$ cat src/include/flash_wp_pkg.sv
package flash_wp_pkg;

	// Instruction codes
	localparam logic [7:0] CMD_WRITE_ENABLE   = 8'h06;
	localparam logic [7:0] CMD_WRITE_DISABLE  = 8'h04;
	localparam logic [7:0] CMD_PAGE_PROGRAM   = 8'h02;
	localparam logic [7:0] CMD_QUAD_PROGRAM   = 8'h32;
	localparam logic [7:0] CMD_SECTOR_ERASE   = 8'h20;
	localparam logic [7:0] CMD_BLOCK32_ERASE  = 8'h52;
	localparam logic [7:0] CMD_BLOCK64_ERASE  = 8'hd8;
	localparam logic [7:0] CMD_CHIP_ERASE     = 8'hc7;
	localparam logic [7:0] CMD_CHIP_ERASE_ALT = 8'h60;
	localparam logic [7:0] CMD_WRITE_STATUS1  = 8'h01;
	localparam logic [7:0] CMD_WRITE_STATUS2  = 8'h31;
	localparam logic [7:0] CMD_READ_STATUS1   = 8'h05;
	localparam logic [7:0] CMD_READ_STATUS2   = 8'h35;
	localparam logic [7:0] CMD_POWER_DOWN     = 8'hb9;
	localparam logic [7:0] CMD_RELEASE_PD     = 8'hab;
	localparam logic [7:0] CMD_UNLOCK         = 8'h39;
	localparam logic [7:0] CMD_SECREG_ERASE   = 8'h44;
	localparam logic [7:0] CMD_SECREG_PROGRAM = 8'h42;
	localparam logic [7:0] CMD_OTP_KEY1       = 8'haa;
	localparam logic [7:0] CMD_OTP_KEY2       = 8'h55;

	// Status register one fields
	localparam int BUSY_BIT = 0;
	localparam int WEL_BIT  = 1;
	localparam int BP_LSB   = 2;
	localparam int BP_W     = 3;
	localparam int TB_BIT   = 5;
	localparam int SEC_BIT  = 6;
	localparam int SRP_BIT  = 7;
	// Status register two fields
	localparam int SRL_BIT  = 0;
	localparam int QE_BIT   = 1;
	localparam int CMP_BIT  = 6;
	localparam logic [7:0] STATUS_RESET = 8'h00;

	// Frame lengths in bytes, opcode included
	localparam logic [2:0] LEN_CMD       = 3'h1;
	localparam logic [2:0] LEN_ONE_DATA  = 3'h2;
	localparam logic [2:0] LEN_TWO_DATA  = 3'h3;
	localparam logic [2:0] LEN_ADDR      = 3'h4;
	localparam logic [2:0] LEN_PROG_MIN  = 3'h5;
	localparam logic [2:0] LEN_SAT       = 3'h7;
	localparam logic [2:0] LAST_BIT      = 3'h7;
	localparam int BYTE_W = 8;
	localparam int ARG_W  = 24;

	// Array geometry
	localparam int LOCK_BLOCKS  = 126;
	localparam int EDGE_SECTORS = 16;
	localparam int SECTOR_LOCKS = 32;
	localparam int SECTOR_SHIFT = 12;
	localparam int BLOCK_SHIFT  = 16;
	localparam int BLK_W        = $clog2(LOCK_BLOCKS + 2);
	localparam int ADDR_W       = BLOCK_SHIFT + BLK_W;
	localparam logic [BP_W-1:0] BP_NONE    = 3'h0;
	localparam logic [BP_W-1:0] BP_ALL     = 3'h7;
	localparam logic [BP_W-1:0] BP_SEC_CAP = 3'h4;

	localparam int CLK_MHZ = 25;
	localparam int CNT_W   = 32;

	typedef enum logic [2:0] {
		OP_NONE,
		OP_PROGRAM,
		OP_SECTOR_ERASE,
		OP_BLOCK_ERASE,
		OP_CHIP_ERASE,
		OP_STATUS_WRITE,
		OP_SECREG
	} array_kind_type;

	typedef struct packed {
		array_kind_type    kind;
		logic [ADDR_W-1:0] addr;
	} array_op_type;

	typedef struct packed {
		logic              start;
		logic              stop;
		logic              byte_valid;
		logic [BYTE_W-1:0] data;
	} frame_event_type;

endpackage

$ cat src/verilog/serial_flash_write_protect.sv
`timescale 1ns/100ps
`default_nettype none
// Summary of operation
// Writes blocked during power-up delay window
// Latch reads zero after power-up
// Writes need latch set beforehand
// Power-down ignores all but release
// Lock bits per block and edge sector
// Locked region ignores program and erase
// Locks set at power-on; unlock clears
// Scheme bit picks range or locks
// Busy flag high during every operation
// Busy ignores all but status reads; clears at finish
// Write enable sets the latch
// Latch cleared at power-up and completion
// Range bits writable, zero means none
// Top/bottom bit picks range end
// Granule bit picks sector or block
// Complement bit inverts protected range
// Software mode ignores guard pin
// Guarded mode refuses status writes, pin low
// Guarded mode accepts writes, pin high
// Lockdown refuses status writes until power cycle
// Key prefix makes status lock permanent
// Guard pin only outside quad mode
// Quad enable disables guard pin
// Refused instruction changes nothing
module serial_flash_write_protect #(
	parameter int POWERUP_DELAY_US = 5000,
	parameter int PROGRAM_US       = 4,
	parameter int SECTOR_ERASE_US  = 40,
	parameter int BLOCK_ERASE_US   = 150,
	parameter int CHIP_ERASE_US    = 1000,
	parameter int STATUS_WRITE_US  = 10
) (
	input  wire logic                     clk,
	input  wire logic                     sys_rst,
	input  wire logic                     power_good,
	input  wire logic                     spi_cs_n,
	input  wire logic                     spi_sck,
	input  wire logic                     spi_mosi,
	output logic                          spi_miso_o,
	output logic                          spi_miso_oe,
	input  wire logic                     write_guard_n,
	input  wire logic                     protect_scheme_select,
	output var  flash_wp_pkg::array_op_type array_op,
	output logic                          array_op_valid,
	output logic [7:0]                    status_one,
	output logic [7:0]                    status_two
);
	import flash_wp_pkg::*;

	localparam int PUW_CYCLES    = POWERUP_DELAY_US * CLK_MHZ;
	localparam int PROG_CYCLES   = PROGRAM_US * CLK_MHZ;
	localparam int SECT_CYCLES   = SECTOR_ERASE_US * CLK_MHZ;
	localparam int BLOCK_CYCLES  = BLOCK_ERASE_US * CLK_MHZ;
	localparam int CHIP_CYCLES   = CHIP_ERASE_US * CLK_MHZ;
	localparam int STATUS_CYCLES = STATUS_WRITE_US * CLK_MHZ;
	localparam logic [CNT_W-1:0] OP_LAST = CNT_W'(1);

	if (POWERUP_DELAY_US < 1 || PROGRAM_US < 1 || SECTOR_ERASE_US < 1 || BLOCK_ERASE_US < 1 ||
			CHIP_ERASE_US < 1 || STATUS_WRITE_US < 1) begin : bad_timing
		$error("Every operation time must be at least one microsecond");
	end

	typedef enum logic [1:0] {
		KEY_IDLE,
		KEY_FIRST,
		KEY_ARMED
	} key_state_type;

	logic [1:0]              pg_sync_q;
	logic [1:0]              guard_sync_q;
	logic [1:0]              scheme_sync_q;
	logic                    power_off;
	frame_event_type         link;
	logic                    exec;
	logic [2:0]              byte_cnt_q;
	logic [7:0]              opcode_q;
	logic [ARG_W-1:0]        arg_q;
	logic                    rd_one_q;
	logic                    rd_two_q;
	logic [CNT_W-1:0]        puw_cnt_q;
	logic [CNT_W-1:0]        op_cnt_q;
	logic                    busy;
	logic                    wel_q;
	logic                    pd_q;
	logic [BP_W-1:0]         bp_q;
	logic                    tb_q;
	logic                    sec_q;
	logic                    srp_q;
	logic                    qe_q;
	logic                    cmp_q;
	logic                    srl_q;
	logic                    otp_q;
	key_state_type           key_q;
	logic [LOCK_BLOCKS-1:0]  block_lock_q;
	logic [SECTOR_LOCKS-1:0] sector_lock_q;

	logic                    ignored;
	logic                    write_gate;
	logic                    status_open;
	logic                    wren_ok;
	logic                    wrdi_ok;
	logic                    pd_enter;
	logic                    pd_leave;
	logic                    sr_ok;
	logic                    wr_s1;
	logic                    wr_s2;
	logic [7:0]              new_s1;
	logic [7:0]              new_s2;
	logic                    unlock_ok;
	logic                    op_ok;
	array_kind_type          op_kind;
	logic [CNT_W-1:0]        op_len;
	logic [ADDR_W-1:0]       addr;
	logic [ADDR_W-1:0]       blk_first;
	logic [ADDR_W-1:0]       blk_last;

	// Point check against the range bits
	function automatic logic range_hit(input logic [ADDR_W-1:0] a, input logic [BP_W-1:0] bp,
			input logic tb, input logic sec, input logic cmp);
		logic hit;
		int   k;
		hit = 1'b1;
		k   = 0;
		if (bp == BP_NONE) begin
			hit = 1'b0;
		end else if (bp != BP_ALL) begin
			if (sec)
				k = SECTOR_SHIFT + int'((bp > BP_SEC_CAP) ? BP_SEC_CAP : bp) - 1;
			else
				k = ADDR_W - int'(BP_ALL) + int'(bp);
			for (int i = 0; i < ADDR_W; i++) begin
				if (i >= k && a[i] == tb)
					hit = 1'b0;
			end
		end
		return hit ^ cmp;
	endfunction

	// Lock check; whole covers all sectors of an edge block
	function automatic logic lock_hit(input logic [ADDR_W-1:0] a, input logic whole,
			input logic [LOCK_BLOCKS-1:0] blocks, input logic [SECTOR_LOCKS-1:0] sectors);
		logic [BLK_W-1:0] b;
		logic [3:0]       s;
		logic             hit;
		b = a[ADDR_W-1:BLOCK_SHIFT];
		s = a[BLOCK_SHIFT-1:SECTOR_SHIFT];
		if (b == '0)
			hit = whole ? |sectors[EDGE_SECTORS-1:0] : sectors[s];
		else if (b == BLK_W'(LOCK_BLOCKS + 1))
			hit = whole ? |sectors[SECTOR_LOCKS-1:EDGE_SECTORS] : sectors[EDGE_SECTORS + int'(s)];
		else
			hit = blocks[b - 1'b1];
		return hit;
	endfunction

	// Power-good pin, guard pin and scheme strap each pass two flops
	always_ff @(posedge clk) begin
		if (sys_rst) begin
			pg_sync_q     <= '0;
			guard_sync_q  <= '0;
			scheme_sync_q <= '0;
		end else begin
			pg_sync_q     <= {pg_sync_q[0], power_good};
			guard_sync_q  <= {guard_sync_q[0], write_guard_n};
			scheme_sync_q <= {scheme_sync_q[0], protect_scheme_select};
		end
	end

	// Supply below threshold acts as reset of all volatile state
	assign power_off = sys_rst | ~pg_sync_q[1];

	spi_link_front u_front (
		.clk         (clk),
		.sys_rst     (sys_rst),
		.spi_cs_n    (spi_cs_n),
		.spi_sck     (spi_sck),
		.spi_mosi    (spi_mosi),
		.tx_byte     (rd_two_q ? status_two : status_one),
		.tx_enable   (rd_one_q | rd_two_q),
		.link        (link),
		.spi_miso_o  (spi_miso_o),
		.spi_miso_oe (spi_miso_oe)
	);

	// Write instructions act only when chip select rises
	assign exec = link.stop & ~power_off;

	always_ff @(posedge clk) begin
		if (power_off) begin
			byte_cnt_q <= '0;
			opcode_q   <= '0;
			arg_q      <= '0;
		end else if (link.start) begin
			byte_cnt_q <= '0;
		end else if (link.byte_valid) begin
			if (byte_cnt_q == '0)
				opcode_q <= link.data;
			else if (byte_cnt_q < LEN_ADDR)
				arg_q <= {arg_q[ARG_W-BYTE_W-1:0], link.data};
			if (byte_cnt_q != LEN_SAT)
				byte_cnt_q <= byte_cnt_q + 1'b1;
		end
	end

	// Status reads stay served while busy
	always_ff @(posedge clk) begin
		if (power_off || link.start) begin
			rd_one_q <= 1'b0;
			rd_two_q <= 1'b0;
		end else if (link.byte_valid && byte_cnt_q == '0 && !pd_q) begin
			rd_one_q <= (link.data == CMD_READ_STATUS1);
			rd_two_q <= (link.data == CMD_READ_STATUS2);
		end
	end

	always_ff @(posedge clk) begin
		if (power_off)
			puw_cnt_q <= CNT_W'(PUW_CYCLES);
		else if (puw_cnt_q != '0)
			puw_cnt_q <= puw_cnt_q - 1'b1;
	end

	assign addr      = arg_q[ADDR_W-1:0];
	assign blk_first = {addr[ADDR_W-1:BLOCK_SHIFT], {BLOCK_SHIFT{1'b0}}};
	assign blk_last  = {addr[ADDR_W-1:BLOCK_SHIFT], {BLOCK_SHIFT{1'b1}}};
	assign busy      = (op_cnt_q != '0);

	// Instruction acceptance
	always_comb begin
		ignored     = pd_q ? (opcode_q != CMD_RELEASE_PD) : busy;
		write_gate  = ~ignored & (puw_cnt_q == '0) & wel_q;
		status_open = ~srl_q & ~otp_q & ~(srp_q & ~qe_q & ~guard_sync_q[1]);
		wren_ok     = (opcode_q == CMD_WRITE_ENABLE) & (byte_cnt_q == LEN_CMD) & ~ignored & (puw_cnt_q == '0);
		wrdi_ok     = (opcode_q == CMD_WRITE_DISABLE) & (byte_cnt_q == LEN_CMD) & ~ignored;
		pd_enter    = (opcode_q == CMD_POWER_DOWN) & (byte_cnt_q == LEN_CMD) & ~ignored;
		pd_leave    = (opcode_q == CMD_RELEASE_PD) & pd_q;
		unlock_ok   = (opcode_q == CMD_UNLOCK) & (byte_cnt_q == LEN_ADDR) & write_gate;
		wr_s1       = 1'b0;
		wr_s2       = 1'b0;
		new_s1      = arg_q[BYTE_W-1:0];
		new_s2      = arg_q[BYTE_W-1:0];
		if (opcode_q == CMD_WRITE_STATUS1 && byte_cnt_q == LEN_ONE_DATA) begin
			wr_s1 = 1'b1;
		end else if (opcode_q == CMD_WRITE_STATUS1 && byte_cnt_q == LEN_TWO_DATA) begin
			wr_s1  = 1'b1;
			wr_s2  = 1'b1;
			new_s1 = arg_q[2*BYTE_W-1:BYTE_W];
		end else if (opcode_q == CMD_WRITE_STATUS2 && byte_cnt_q == LEN_ONE_DATA) begin
			wr_s2 = 1'b1;
		end
		sr_ok   = (wr_s1 | wr_s2) & write_gate & status_open;
		op_kind = OP_NONE;
		op_len  = '0;
		op_ok   = 1'b0;
		case (opcode_q)
			CMD_PAGE_PROGRAM, CMD_QUAD_PROGRAM: begin
				op_kind = OP_PROGRAM;
				op_len  = CNT_W'(PROG_CYCLES);
				op_ok   = (byte_cnt_q >= LEN_PROG_MIN) & write_gate;
				if (protect_scheme_select_level())
					op_ok = op_ok & ~lock_hit(addr, 1'b0, block_lock_q, sector_lock_q);
				else
					op_ok = op_ok & ~range_hit(addr, bp_q, tb_q, sec_q, cmp_q);
			end
			CMD_SECTOR_ERASE: begin
				op_kind = OP_SECTOR_ERASE;
				op_len  = CNT_W'(SECT_CYCLES);
				op_ok   = (byte_cnt_q == LEN_ADDR) & write_gate;
				if (protect_scheme_select_level())
					op_ok = op_ok & ~lock_hit(addr, 1'b0, block_lock_q, sector_lock_q);
				else
					op_ok = op_ok & ~range_hit(addr, bp_q, tb_q, sec_q, cmp_q);
			end
			CMD_BLOCK32_ERASE, CMD_BLOCK64_ERASE: begin
				// Range is contiguous from an end, so both block ends cover any overlap
				op_kind = OP_BLOCK_ERASE;
				op_len  = CNT_W'(BLOCK_CYCLES);
				op_ok   = (byte_cnt_q == LEN_ADDR) & write_gate;
				if (protect_scheme_select_level())
					op_ok = op_ok & ~lock_hit(addr, 1'b1, block_lock_q, sector_lock_q);
				else
					op_ok = op_ok & ~range_hit(blk_first, bp_q, tb_q, sec_q, cmp_q)
						& ~range_hit(blk_last, bp_q, tb_q, sec_q, cmp_q);
			end
			CMD_CHIP_ERASE, CMD_CHIP_ERASE_ALT: begin
				op_kind = OP_CHIP_ERASE;
				op_len  = CNT_W'(CHIP_CYCLES);
				op_ok   = (byte_cnt_q == LEN_CMD) & write_gate;
				if (protect_scheme_select_level())
					op_ok = op_ok & ~(|block_lock_q) & ~(|sector_lock_q);
				else
					op_ok = op_ok & (cmp_q ? (bp_q == BP_ALL) : (bp_q == BP_NONE));
			end
			CMD_SECREG_ERASE, CMD_SECREG_PROGRAM: begin
				op_kind = OP_SECREG;
				op_len  = CNT_W'(PROG_CYCLES);
				op_ok   = (byte_cnt_q >= LEN_ADDR) & write_gate;
			end
			default: begin
				if (sr_ok) begin
					op_kind = OP_STATUS_WRITE;
					op_len  = CNT_W'(STATUS_CYCLES);
					op_ok   = 1'b1;
				end
			end
		endcase
	end

	function automatic logic protect_scheme_select_level();
		return scheme_sync_q[1];
	endfunction

	// Operation timer; busy is its nonzero state
	always_ff @(posedge clk) begin
		if (power_off)
			op_cnt_q <= '0;
		else if (exec && op_ok)
			op_cnt_q <= op_len;
		else if (busy)
			op_cnt_q <= op_cnt_q - 1'b1;
	end

	always_ff @(posedge clk) begin
		if (power_off) begin
			array_op       <= '0;
			array_op_valid <= 1'b0;
		end else begin
			array_op_valid <= exec & op_ok;
			if (exec && op_ok) begin
				array_op.kind <= op_kind;
				array_op.addr <= addr;
			end
		end
	end

	always_ff @(posedge clk) begin
		if (power_off)
			wel_q <= 1'b0;
		else if (op_cnt_q == OP_LAST)
			wel_q <= 1'b0;
		else if (exec && (wrdi_ok || unlock_ok))
			wel_q <= 1'b0;
		else if (exec && wren_ok)
			wel_q <= 1'b1;
	end

	always_ff @(posedge clk) begin
		if (power_off)
			pd_q <= 1'b0;
		else if (exec && pd_enter)
			pd_q <= 1'b1;
		else if (exec && pd_leave)
			pd_q <= 1'b0;
	end

	// Non-volatile bits survive a power cycle; only sys_rst restores defaults
	always_ff @(posedge clk) begin
		if (sys_rst) begin
			bp_q  <= BP_NONE;
			tb_q  <= 1'b0;
			sec_q <= 1'b0;
			srp_q <= 1'b0;
			qe_q  <= 1'b0;
			cmp_q <= 1'b0;
		end else if (exec && sr_ok) begin
			if (wr_s1) begin
				bp_q  <= new_s1[BP_LSB +: BP_W];
				tb_q  <= new_s1[TB_BIT];
				sec_q <= new_s1[SEC_BIT];
				srp_q <= new_s1[SRP_BIT];
			end
			if (wr_s2) begin
				qe_q  <= new_s2[QE_BIT];
				cmp_q <= new_s2[CMP_BIT];
			end
		end
	end

	always_ff @(posedge clk) begin
		if (power_off)
			srl_q <= 1'b0;
		else if (exec && sr_ok && wr_s2)
			srl_q <= new_s2[SRL_BIT];
	end

	// Key frames must be back to back and directly before the status write
	always_ff @(posedge clk) begin
		if (power_off) begin
			key_q <= KEY_IDLE;
		end else if (exec) begin
			case (key_q)
				KEY_IDLE:  key_q <= (opcode_q == CMD_OTP_KEY1 && byte_cnt_q == LEN_CMD) ? KEY_FIRST : KEY_IDLE;
				KEY_FIRST: key_q <= (opcode_q == CMD_OTP_KEY2 && byte_cnt_q == LEN_CMD) ? KEY_ARMED : KEY_IDLE;
				KEY_ARMED: key_q <= KEY_IDLE;
				default:   key_q <= KEY_IDLE;
			endcase
		end
	end

	always_ff @(posedge clk) begin
		if (sys_rst)
			otp_q <= 1'b0;
		else if (exec && sr_ok && key_q == KEY_ARMED)
			otp_q <= 1'b1;
	end

	always_ff @(posedge clk) begin
		if (power_off) begin
			block_lock_q  <= '1;
			sector_lock_q <= '1;
		end else if (exec && unlock_ok) begin
			if (addr[ADDR_W-1:BLOCK_SHIFT] == '0)
				sector_lock_q[addr[BLOCK_SHIFT-1:SECTOR_SHIFT]] <= 1'b0;
			else if (addr[ADDR_W-1:BLOCK_SHIFT] == BLK_W'(LOCK_BLOCKS + 1))
				sector_lock_q[EDGE_SECTORS + int'(addr[BLOCK_SHIFT-1:SECTOR_SHIFT])] <= 1'b0;
			else
				block_lock_q[addr[ADDR_W-1:BLOCK_SHIFT] - 1'b1] <= 1'b0;
		end
	end

	always_comb begin
		status_one                    = STATUS_RESET;
		status_one[BUSY_BIT]          = busy;
		status_one[WEL_BIT]           = wel_q;
		status_one[BP_LSB +: BP_W]    = bp_q;
		status_one[TB_BIT]            = tb_q;
		status_one[SEC_BIT]           = sec_q;
		status_one[SRP_BIT]           = srp_q;
		status_two                    = STATUS_RESET;
		status_two[SRL_BIT]           = srl_q | otp_q;
		status_two[QE_BIT]            = qe_q;
		status_two[CMP_BIT]           = cmp_q;
	end

endmodule
`default_nettype wire

$ cat src/verilog/spi_link_front.sv
`timescale 1ns/100ps
`default_nettype none
module spi_link_front (
	input  wire logic                       clk,
	input  wire logic                       sys_rst,
	input  wire logic                       spi_cs_n,
	input  wire logic                       spi_sck,
	input  wire logic                       spi_mosi,
	input  wire logic [7:0]                 tx_byte,
	input  wire logic                       tx_enable,
	output var  flash_wp_pkg::frame_event_type link,
	output logic                            spi_miso_o,
	output logic                            spi_miso_oe
);
	import flash_wp_pkg::*;

	logic [1:0] cs_sync_q;
	logic [1:0] sck_sync_q;
	logic [1:0] mosi_sync_q;
	logic       cs_last_q;
	logic       sck_last_q;
	logic [2:0] bit_cnt_q;
	logic [6:0] rx_sh_q;
	logic [7:0] tx_sh_q;
	logic       load_q;
	logic       sck_rise;
	logic       sck_fall;

	// Pins pass two flops; stage zero feeds only stage one
	always_ff @(posedge clk) begin
		if (sys_rst) begin
			cs_sync_q   <= '1;
			sck_sync_q  <= '0;
			mosi_sync_q <= '0;
			cs_last_q   <= 1'b1;
			sck_last_q  <= 1'b0;
		end else begin
			cs_sync_q   <= {cs_sync_q[0], spi_cs_n};
			sck_sync_q  <= {sck_sync_q[0], spi_sck};
			mosi_sync_q <= {mosi_sync_q[0], spi_mosi};
			cs_last_q   <= cs_sync_q[1];
			sck_last_q  <= sck_sync_q[1];
		end
	end

	assign sck_rise = sck_sync_q[1] & ~sck_last_q & ~cs_sync_q[1];
	assign sck_fall = ~sck_sync_q[1] & sck_last_q & ~cs_sync_q[1];

	// Input shifting on rising clock edges
	always_ff @(posedge clk) begin
		if (sys_rst || cs_sync_q[1]) begin
			bit_cnt_q <= '0;
			rx_sh_q   <= '0;
		end else if (sck_rise) begin
			bit_cnt_q <= bit_cnt_q + 1'b1;
			rx_sh_q   <= {rx_sh_q[5:0], mosi_sync_q[1]};
		end
	end

	always_ff @(posedge clk) begin
		if (sys_rst) begin
			link   <= '0;
			load_q <= 1'b0;
		end else begin
			link.start      <= cs_last_q & ~cs_sync_q[1];
			link.stop       <= ~cs_last_q & cs_sync_q[1];
			link.byte_valid <= sck_rise & (bit_cnt_q == LAST_BIT);
			load_q          <= link.byte_valid;
			if (sck_rise && bit_cnt_q == LAST_BIT)
				link.data <= {rx_sh_q, mosi_sync_q[1]};
		end
	end

	// Reply byte loads a cycle after the byte, so the opcode has been decoded
	always_ff @(posedge clk) begin
		if (sys_rst) begin
			tx_sh_q    <= '0;
			spi_miso_o <= 1'b0;
		end else if (load_q) begin
			tx_sh_q <= tx_byte;
		end else if (sck_fall) begin
			spi_miso_o <= tx_sh_q[7];
			tx_sh_q    <= {tx_sh_q[6:0], 1'b0};
		end
	end

	assign spi_miso_oe = ~cs_sync_q[1] & tx_enable;

endmodule
`default_nettype wire
$ cat config.mk
export PLATFORM = sky130hd
export DESIGN_NAME = serial_flash_write_protect
export DESIGN_NICKNAME = d
export VERILOG_FILES = /design/src/include/flash_wp_pkg.sv /design/src/verilog/serial_flash_write_protect.sv /design/src/verilog/spi_link_front.sv
export SDC_FILE = /design/constraint.sdc
export NUM_CORES = 1
export LEC_CHECK = 0
export BUFFER_PORTS_ARGS = -buffer_cell sky130_fd_sc_hd__buf_2
export CAP_MARGIN = 40
export CORE_MARGIN = 2
export CORE_UTILIZATION = 55
export CTS_CLUSTER_SIZE = 12
export DETAILED_ROUTE_END_ITERATION = 16
export MAX_ROUTING_LAYER = met4
export PLACE_DENSITY = 0.87
export RECOVER_POWER = 25
export SLEW_MARGIN = 10
export SYNTH_ARGS = -nofsm -noshare
export SYNTH_HDL_FRONTEND = slang
export SYNTH_SLANG_ARGS = --single-unit
$ cat constraint.sdc
create_clock -name clk -period 4.6 [get_ports clk]
set_input_delay 0.46 -clock clk [delete_from_list [all_inputs] [get_ports clk]]
set_output_delay 0.46 -clock clk [all_outputs]
set_load 0.01 [all_outputs]
# [Yosys cells after proc, flatten, opt, wreduce, memory -nomap -nowiden]
# Cells that the tools add are included.
[totals] ff_bits=344 out_inout_bits=45 in_bits=8 word_cells=575
[classes] reduce_logical=139 bitwise_logic=83 n_eq_ne=56 n_addsub=9 muxes=169 magnitude_cmp=79
[ops] op=">= comparator 5 x 32 -> 1 bit (first input constant)" count=24
[ops] op=">= comparator 6 x 32 -> 1 bit (first input constant)" count=21
[ops] op=">= comparator 4 x 32 -> 1 bit (first input constant)" count=12
[ops] op="two-way mux 32 bit" count=11
[ops] op=">= comparator 3 x 32 -> 1 bit (first input constant)" count=6
[ops] op="two-way mux 1 bit" count=139
[ops] op="bitwise AND 126 bit" count=1
[ops] op="NOT 126 bit" count=1
[ops] op="OR reduction 126 bit" count=1
[ops] op="logical AND 1 bit" count=105
[ops] op=">= comparator 1 x 32 -> 1 bit (first input constant)" count=3
[ops] op=">= comparator 2 x 32 -> 1 bit (first input constant)" count=3
[ops] op="bitwise AND 32 bit" count=2
[ops] op="nonzero test 32 bit" count=2
[ops] op="subtractor 32 x 1 -> 32 bit (second input constant)" count=2
[ops] op="one-hot mux 15 bit (4 select lines)" count=1
[ops] op="two-way mux 8 bit" count=6
[ops] op="bitwise AND 1 bit" count=42
[ops] op="equality test 8 x 6 -> 1 bit (second input constant)" count=5
[ops] op="equality test 8 x 7 -> 1 bit (second input constant)" count=5
[ops] op="equality test 8 bit (second input constant)" count=5
[ops] op="equality test 32 x 1 -> 1 bit (second input constant)" count=1
[ops] op="logical NOT 32 bit" count=1
[ops] op="NOT 16 -> 32 bit" count=1
[ops] op="56 further kinds" count=135

# [Depth between registers and ports, before layout]
[depth] depth_word=46 depth_mapped=18 depth_no_buf=13

# [Cells and area by module]
# From an unflattened synthesis, not the netlist that was laid out.
[hier_totals] cells_unflattened=1842 area_unflattened_um2=16031.6
[modules_own_cells] mod="serial_flash_write_protect" area_per_inst_um2=14572.7 n_inst=1 seq_area_each_um2=6105.9 cells_each=1698
[modules_own_cells] mod="spi_link_front" area_per_inst_um2=1458.9 n_inst=1 seq_area_each_um2=780.7 cells_each=144

# [Least setup slack after synthesis]
# OpenSTA, ideal clock, no wires.
[synth_timing] kind="register to register" startpoint="register arg_q[16]" endpoint="register op_cnt_q[15]" path_stages_with_launch=17 setup_ps=132 arrival_time_ps=4324 t_required_ps=4468 period_less_slack_ps=4456 setup_slack_ps=144 path_buffers=4 cell_sequence="dfxtp_1 -> inv_2 -> buf_1 -> ha_1 -> buf_2 -> xor2_1 -> buf_2 -> mux4_2 -> mux2_2 -> a22o_1 -> nor4_1 -> a41oi_1 -> a2111oi_0 -> o31ai_1 -> inv_2 -> buf_2 -> nor3_1"
[synth_between] elab_chain_len=21 word_cells_on_any_way=87 classes_between="1 x add/sub; 2 x eq/ne; 60 x mux; 18 x bitwise; 6 x reduce/logical"
[synth_rtl] item="start, declared" line="serial_flash_write_protect.sv:80" source="logic [ARG_W-1:0] arg_q;"
[synth_rtl] item="start signal, assigned" line="serial_flash_write_protect.sv:202" source="arg_q <= {arg_q[ARG_W-BYTE_W-1:0], link.data};"
[synth_rtl] item="branches (longest 18 deep; another with subtractor 7 x 1 -> 7 bit)"
[synth_rtl] item="one-hot mux 1 bit (5 select lines) (*)" line="serial_flash_write_protect.sv:258" source="case (opcode_q)"
[synth_rtl] item="logical AND 1 bit (*)" line="serial_flash_write_protect.sv:320" source="else if (exec && op_ok)"
[synth_rtl] item="two-way mux 32 bit / nonzero test 2 bit (equally long branches)"
[synth_rtl] item="end signal, assigned" line="serial_flash_write_protect.sv:321" source="op_cnt_q <= op_len;"
[synth_rtl] item="end signal, assigned" line="serial_flash_write_protect.sv:323" source="op_cnt_q <= op_cnt_q - 1'b1;"
[synth_rtl] item="end, declared" line="serial_flash_write_protect.sv:84" source="logic [CNT_W-1:0] op_cnt_q;"
# Every way passes the cells marked *. The select of a mux whose other input is x is not followed.
# A chain may end at the register's enable or synchronous reset.

# [Worst setup path in the final report]
[layout_timing] startpoint="register arg_q[16]" endpoint="register op_cnt_q[1]"
# Same word-level chain as after synthesis.

==> results.txt <==
* Crit path launch type: register
- Buffers added on ports: 47
* Mean instance size in the synthesized netlist: a little under 9 µm²
- In this run, the number of DRC markers left after iteration 0 of detailed routing was 1,537.
- Sequential standard cell area: 0.006887 mm²
* Std-Cell Core Area: 0.02894 mm²
- Detail Placement HPWL: around 30,000 µm
- DRT Pass-1 Iters: 6
- CTS max path bufs: 3
- In the final layout, the share of cells above drive strength 1 is around a tenth.
* Number of nets in the finished design: 1,909
- Once detail routing completed, the nets flagged for antenna violations numbered 0.
* Die span in x: 175.9 µm
- The floorplan step defined a die boundary enclosing around 0.031 mm².
- Number of antenna violations at the first check in global routing: 0
- Reg-to-reg slack, setup: 350 ps
* Highest-count cells in the layout ignoring fill and taps: sky130_fd_sc_hd__nand2_1 (367), sky130_fd_sc_hd__dfxtp_1 (344), sky130_fd_sc_hd__a21o_1 (157), sky130_fd_sc_hd__nor2_1 (130), sky130_fd_sc_hd__a21oi_1 (73)
- The flow ran to the end, but the final reports show violations.
- Switching Share: roughly a fifth
- Headroom to the max-slew limit came out at -32.98%.
- Worst ir drop on vdd: between 300 and 400 µV
* P_sw: ~1.2 mW
- After detailed routing, the total wire length is 43,610 µm.
- The total count of hold-check failures in the final report came to 0.
* Mapped Area: around 0.016 mm²
- Counting flops with a built-in enable in the synthesized netlist gives 0.
* Crit path arrival time: around 4700 ps
- Buffers inserted during clock tree synthesis total 37.
- Multi-input gate area: 0.008765 mm²
* Placer Congestion: 0.9592
* Ant diodes: 0
- Dividing the detail-routed wire length by the instance count gives 19.04 µm.
* Shortest clock period the worst path allows after layout: 4248 ps
- Global routing used 28.79% of the available tracks across all layers.
- CP endpoint kind: register
- Layout Skew: 13.35 ps
* Wire length of the first global-routing pass: just over 70,000 µm
- Total setup violations reported at the end of the flow: 0
- Internal: around 4.8 mW
- In this run, synthesis produced a sequential element count of 344.
- The routed layout has 14,340 vias.
- Sinks on Clock Net: roughly 340
* Insertion delay to the later sink of the worst-skew pair: 520 ps
* Final standard cell utilization of the core: slightly above 60%
- Number of hold-repair buffers added at the cts stage: 0
* Sequential fraction of the synthesis area: 42.35%
- The cell count after synthesis came out at 1,880.
- Class of the worst hold path: in -> reg
* Static leakage: 5.732 nW
- YS warnings: 0
* Required arrival time at the worst endpoint: about 5100 ps
* Violated checks: max-capacitance violations, max-slew violations
- Clock input transition at the sequential cells of the worst setup and hold paths: 60 ps
- Final Max Tran Viols: 136
- After synthesis, the share of flip-flops with an asynchronous set or reset is 0%.
* Share of total power in the clock network: 49.1%
- TritonCTS built the clock tree.
- Entering global routing, the biggest net connects 97 pins.
* Vertical die dimension: 175.9 µm
- Critical-path maximum fanout: 12
- I/O pin cnt: 53
- Transition time at the pin with the least slew margin: 1995 ps
* Clk Tree Root Cell: sky130_fd_sc_hd__clkbuf_16
- Non-filler cells in the finished layout: 2,290
- Filler instances: 2,321
* Register share of total power: roughly 50%
* Vias in the first global route: roughly 14,000
- The most used flip-flop cell after synthesis is sky130_fd_sc_hd__dfxtp_1.
* Final routed DRC violation total: 0
- Compared with the post-synthesis result, the final layout area differs by 10.76%.
- Average via count per standard cell: about 6.3
* Total negative slack for setup checks: 0 ps
- For this design the ratio of total power to cell area is 332.0 mW/mm².
- Derived from the worst setup path, the maximum achievable clock frequency is between 200 and 250 MHz.
* Number of core rows: 62
* Period utilisation layout: between 90% and 100%
* Initial core utilization: 56.19%
- Including well taps, the total number of placed cells is 2,230.
- Max_cap viols: 2
* Global-route congestion overflow total: 0
- In this run the number of H-tree levels came out at 2.
- Power share of the combinational group: 0.9%
- After synthesis, the netlist uses 85 different library cells.
- The library cell used most frequently in the layout, excluding fill and tap cells, is sky130_fd_sc_hd__nand2_1.
- RSZ-0062 raised after global routing: false
* Worst setup path class: reg -> reg
state kept, by name (all words and copies together), names as in the netlist, 2 cells and up:
| name | cells |
|---|---|
| arg_q | 23 |
| byte_cnt_q | 3 |
| puw_cnt_q | 32 |
| u_front.bit_cnt_q | 3 |
| guard_sync_q | 2 |
| pg_sync_q | 2 |
| key_q | 2 |
| bp_q | 3 |
| u_front.tx_sh_q | 8 |
| sector_lock_q | 32 |
| scheme_sync_q | 2 |
| op_cnt_q | 32 |
| u_front.link | 11 |
| u_front.mosi_sync_q | 2 |
| u_front.rx_sh_q | 7 |
| block_lock_q | 126 |
| opcode_q | 8 |
| array_op | 26 |
| u_front.sck_sync_q | 2 |
| u_front.cs_sync_q | 2 |
power by group through the flow:
stage               registers (mW)  logic [mW]  clock network, mW
floorplan                     3.05      0.0437                  0
finish                        2.99      0.0523               2.93
global placement              3.06      0.0512                  0
detailed placement            3.06      0.0531                  0
global route                  2.99      0.0571               3.09
CTS                           2.99      0.0533               2.96
per-layer routing:
metal / GRT usage, % / up-vias / wire [µm] / part of all wire (%)
li1: - / 6649 / - / -
met1: 37.52 / 6884 / 18420 / 42
met2: 45.05 / 677 / 20240 / 46
met3: 5.405 / 127 / 3625 / 8.3
met4: 10.16 / 0 / 1325 / 3.0
met5: - / - / 0 / 0
layout make-up:
type                    count  area share [%]
flip-flops and latches    344           38.24
clock inverters             6          0.4863
well taps                 384           2.668
clock buffers              52           6.079
repair inverters            1         0.04169
inverters                  23          0.4794
multi-input cells        1381           48.67
repair buffers             99           3.335
path summary, 6_finish.rpt:
check                          from                    to  depth (start not counted)
hold reg to reg   u_front.cs_last_q       u_front.link[9]                          1
hold / removal             spi_cs_n  u_front.cs_sync_q[0]                          2
setup / recovery          arg_q[16]           op_cnt_q[1]                         14
setup reg to reg          arg_q[16]           op_cnt_q[1]                         14
synth_stat cells (all sizes together) (10+ instances only):
master	count	area share [%]
a211oi	16	0.74
clkbuf	102	2.4
nor2	130	3.0
nor3b	10	0.46
nand4	25	0.96
nand2b	14	0.54
inv	22	0.51
and3	10	0.38
a31oi	11	0.42
buf	34	1.3
nor3	61	1.9
a21o	157	7.2
nor2b	33	1.3
nand3	38	1.2
mux2i	58	3.6
or3	12	0.46
mux4	29	4.0
or2	11	0.42
dfxtp	344	42
o21ai	38	1.2
xor2	24	1.3
nand2	368	8.5
a21oi	73	2.2
ha	14	1.1
nor4	62	2.5
xnor2	43	2.3
critical path: stages, from the launching register on:
cell,delay (ps)
sky130_fd_sc_hd__dfxtp_1,350
sky130_fd_sc_hd__inv_2,50
sky130_fd_sc_hd__ha_1,260
sky130_fd_sc_hd__xor2_4,470
sky130_fd_sc_hd__buf_4,250
sky130_fd_sc_hd__mux4_2,500
sky130_fd_sc_hd__mux2_2,270
sky130_fd_sc_hd__a22o_1,220
sky130_fd_sc_hd__nor4_1,380
sky130_fd_sc_hd__a41oi_1,220
sky130_fd_sc_hd__a2111oi_0,400
sky130_fd_sc_hd__buf_4,210
sky130_fd_sc_hd__o31ai_4,110
sky130_fd_sc_hd__inv_2,270
sky130_fd_sc_hd__mux2i_1,210
timing repair:
item                                    CTS  global route
hold endpoints to repair                  0             0
resized for setup                         0             3
buffers inserted                          0             1
endpoints found under the setup margin    0            23
kinds of logic (layout without fill, tap and decap cells):
kind of cell    after synthesis  count (layout)  synth area share [%]
other cells                   1               5               0.02306
mux                          93              93                 8.003
fa+ha+maj                    14              14                 1.077
flops                       344             344                 42.35
buf+inv                     159             181                 4.232
compound gates              387             387                 16.89
simple gates                815             815                 23.81
xor+xnor                     67              67                 3.609
through the flow:
stage	power [mW]	hold WS, ps	worst slack [ps]	cell area, µm²
after global routing	6.136	109.9	44.50	18010
final	5.978	123.0	351.8	18010
after CTS	6.004	111.0	245.1	18060
after floorplan	3.098	387.9	144.3	16270
after global placement	3.108	392.4	333.4	16830
after detailed placement	3.110	403.8	271.6	16870
No activity file was read; power rests on OpenSTA's default activity.
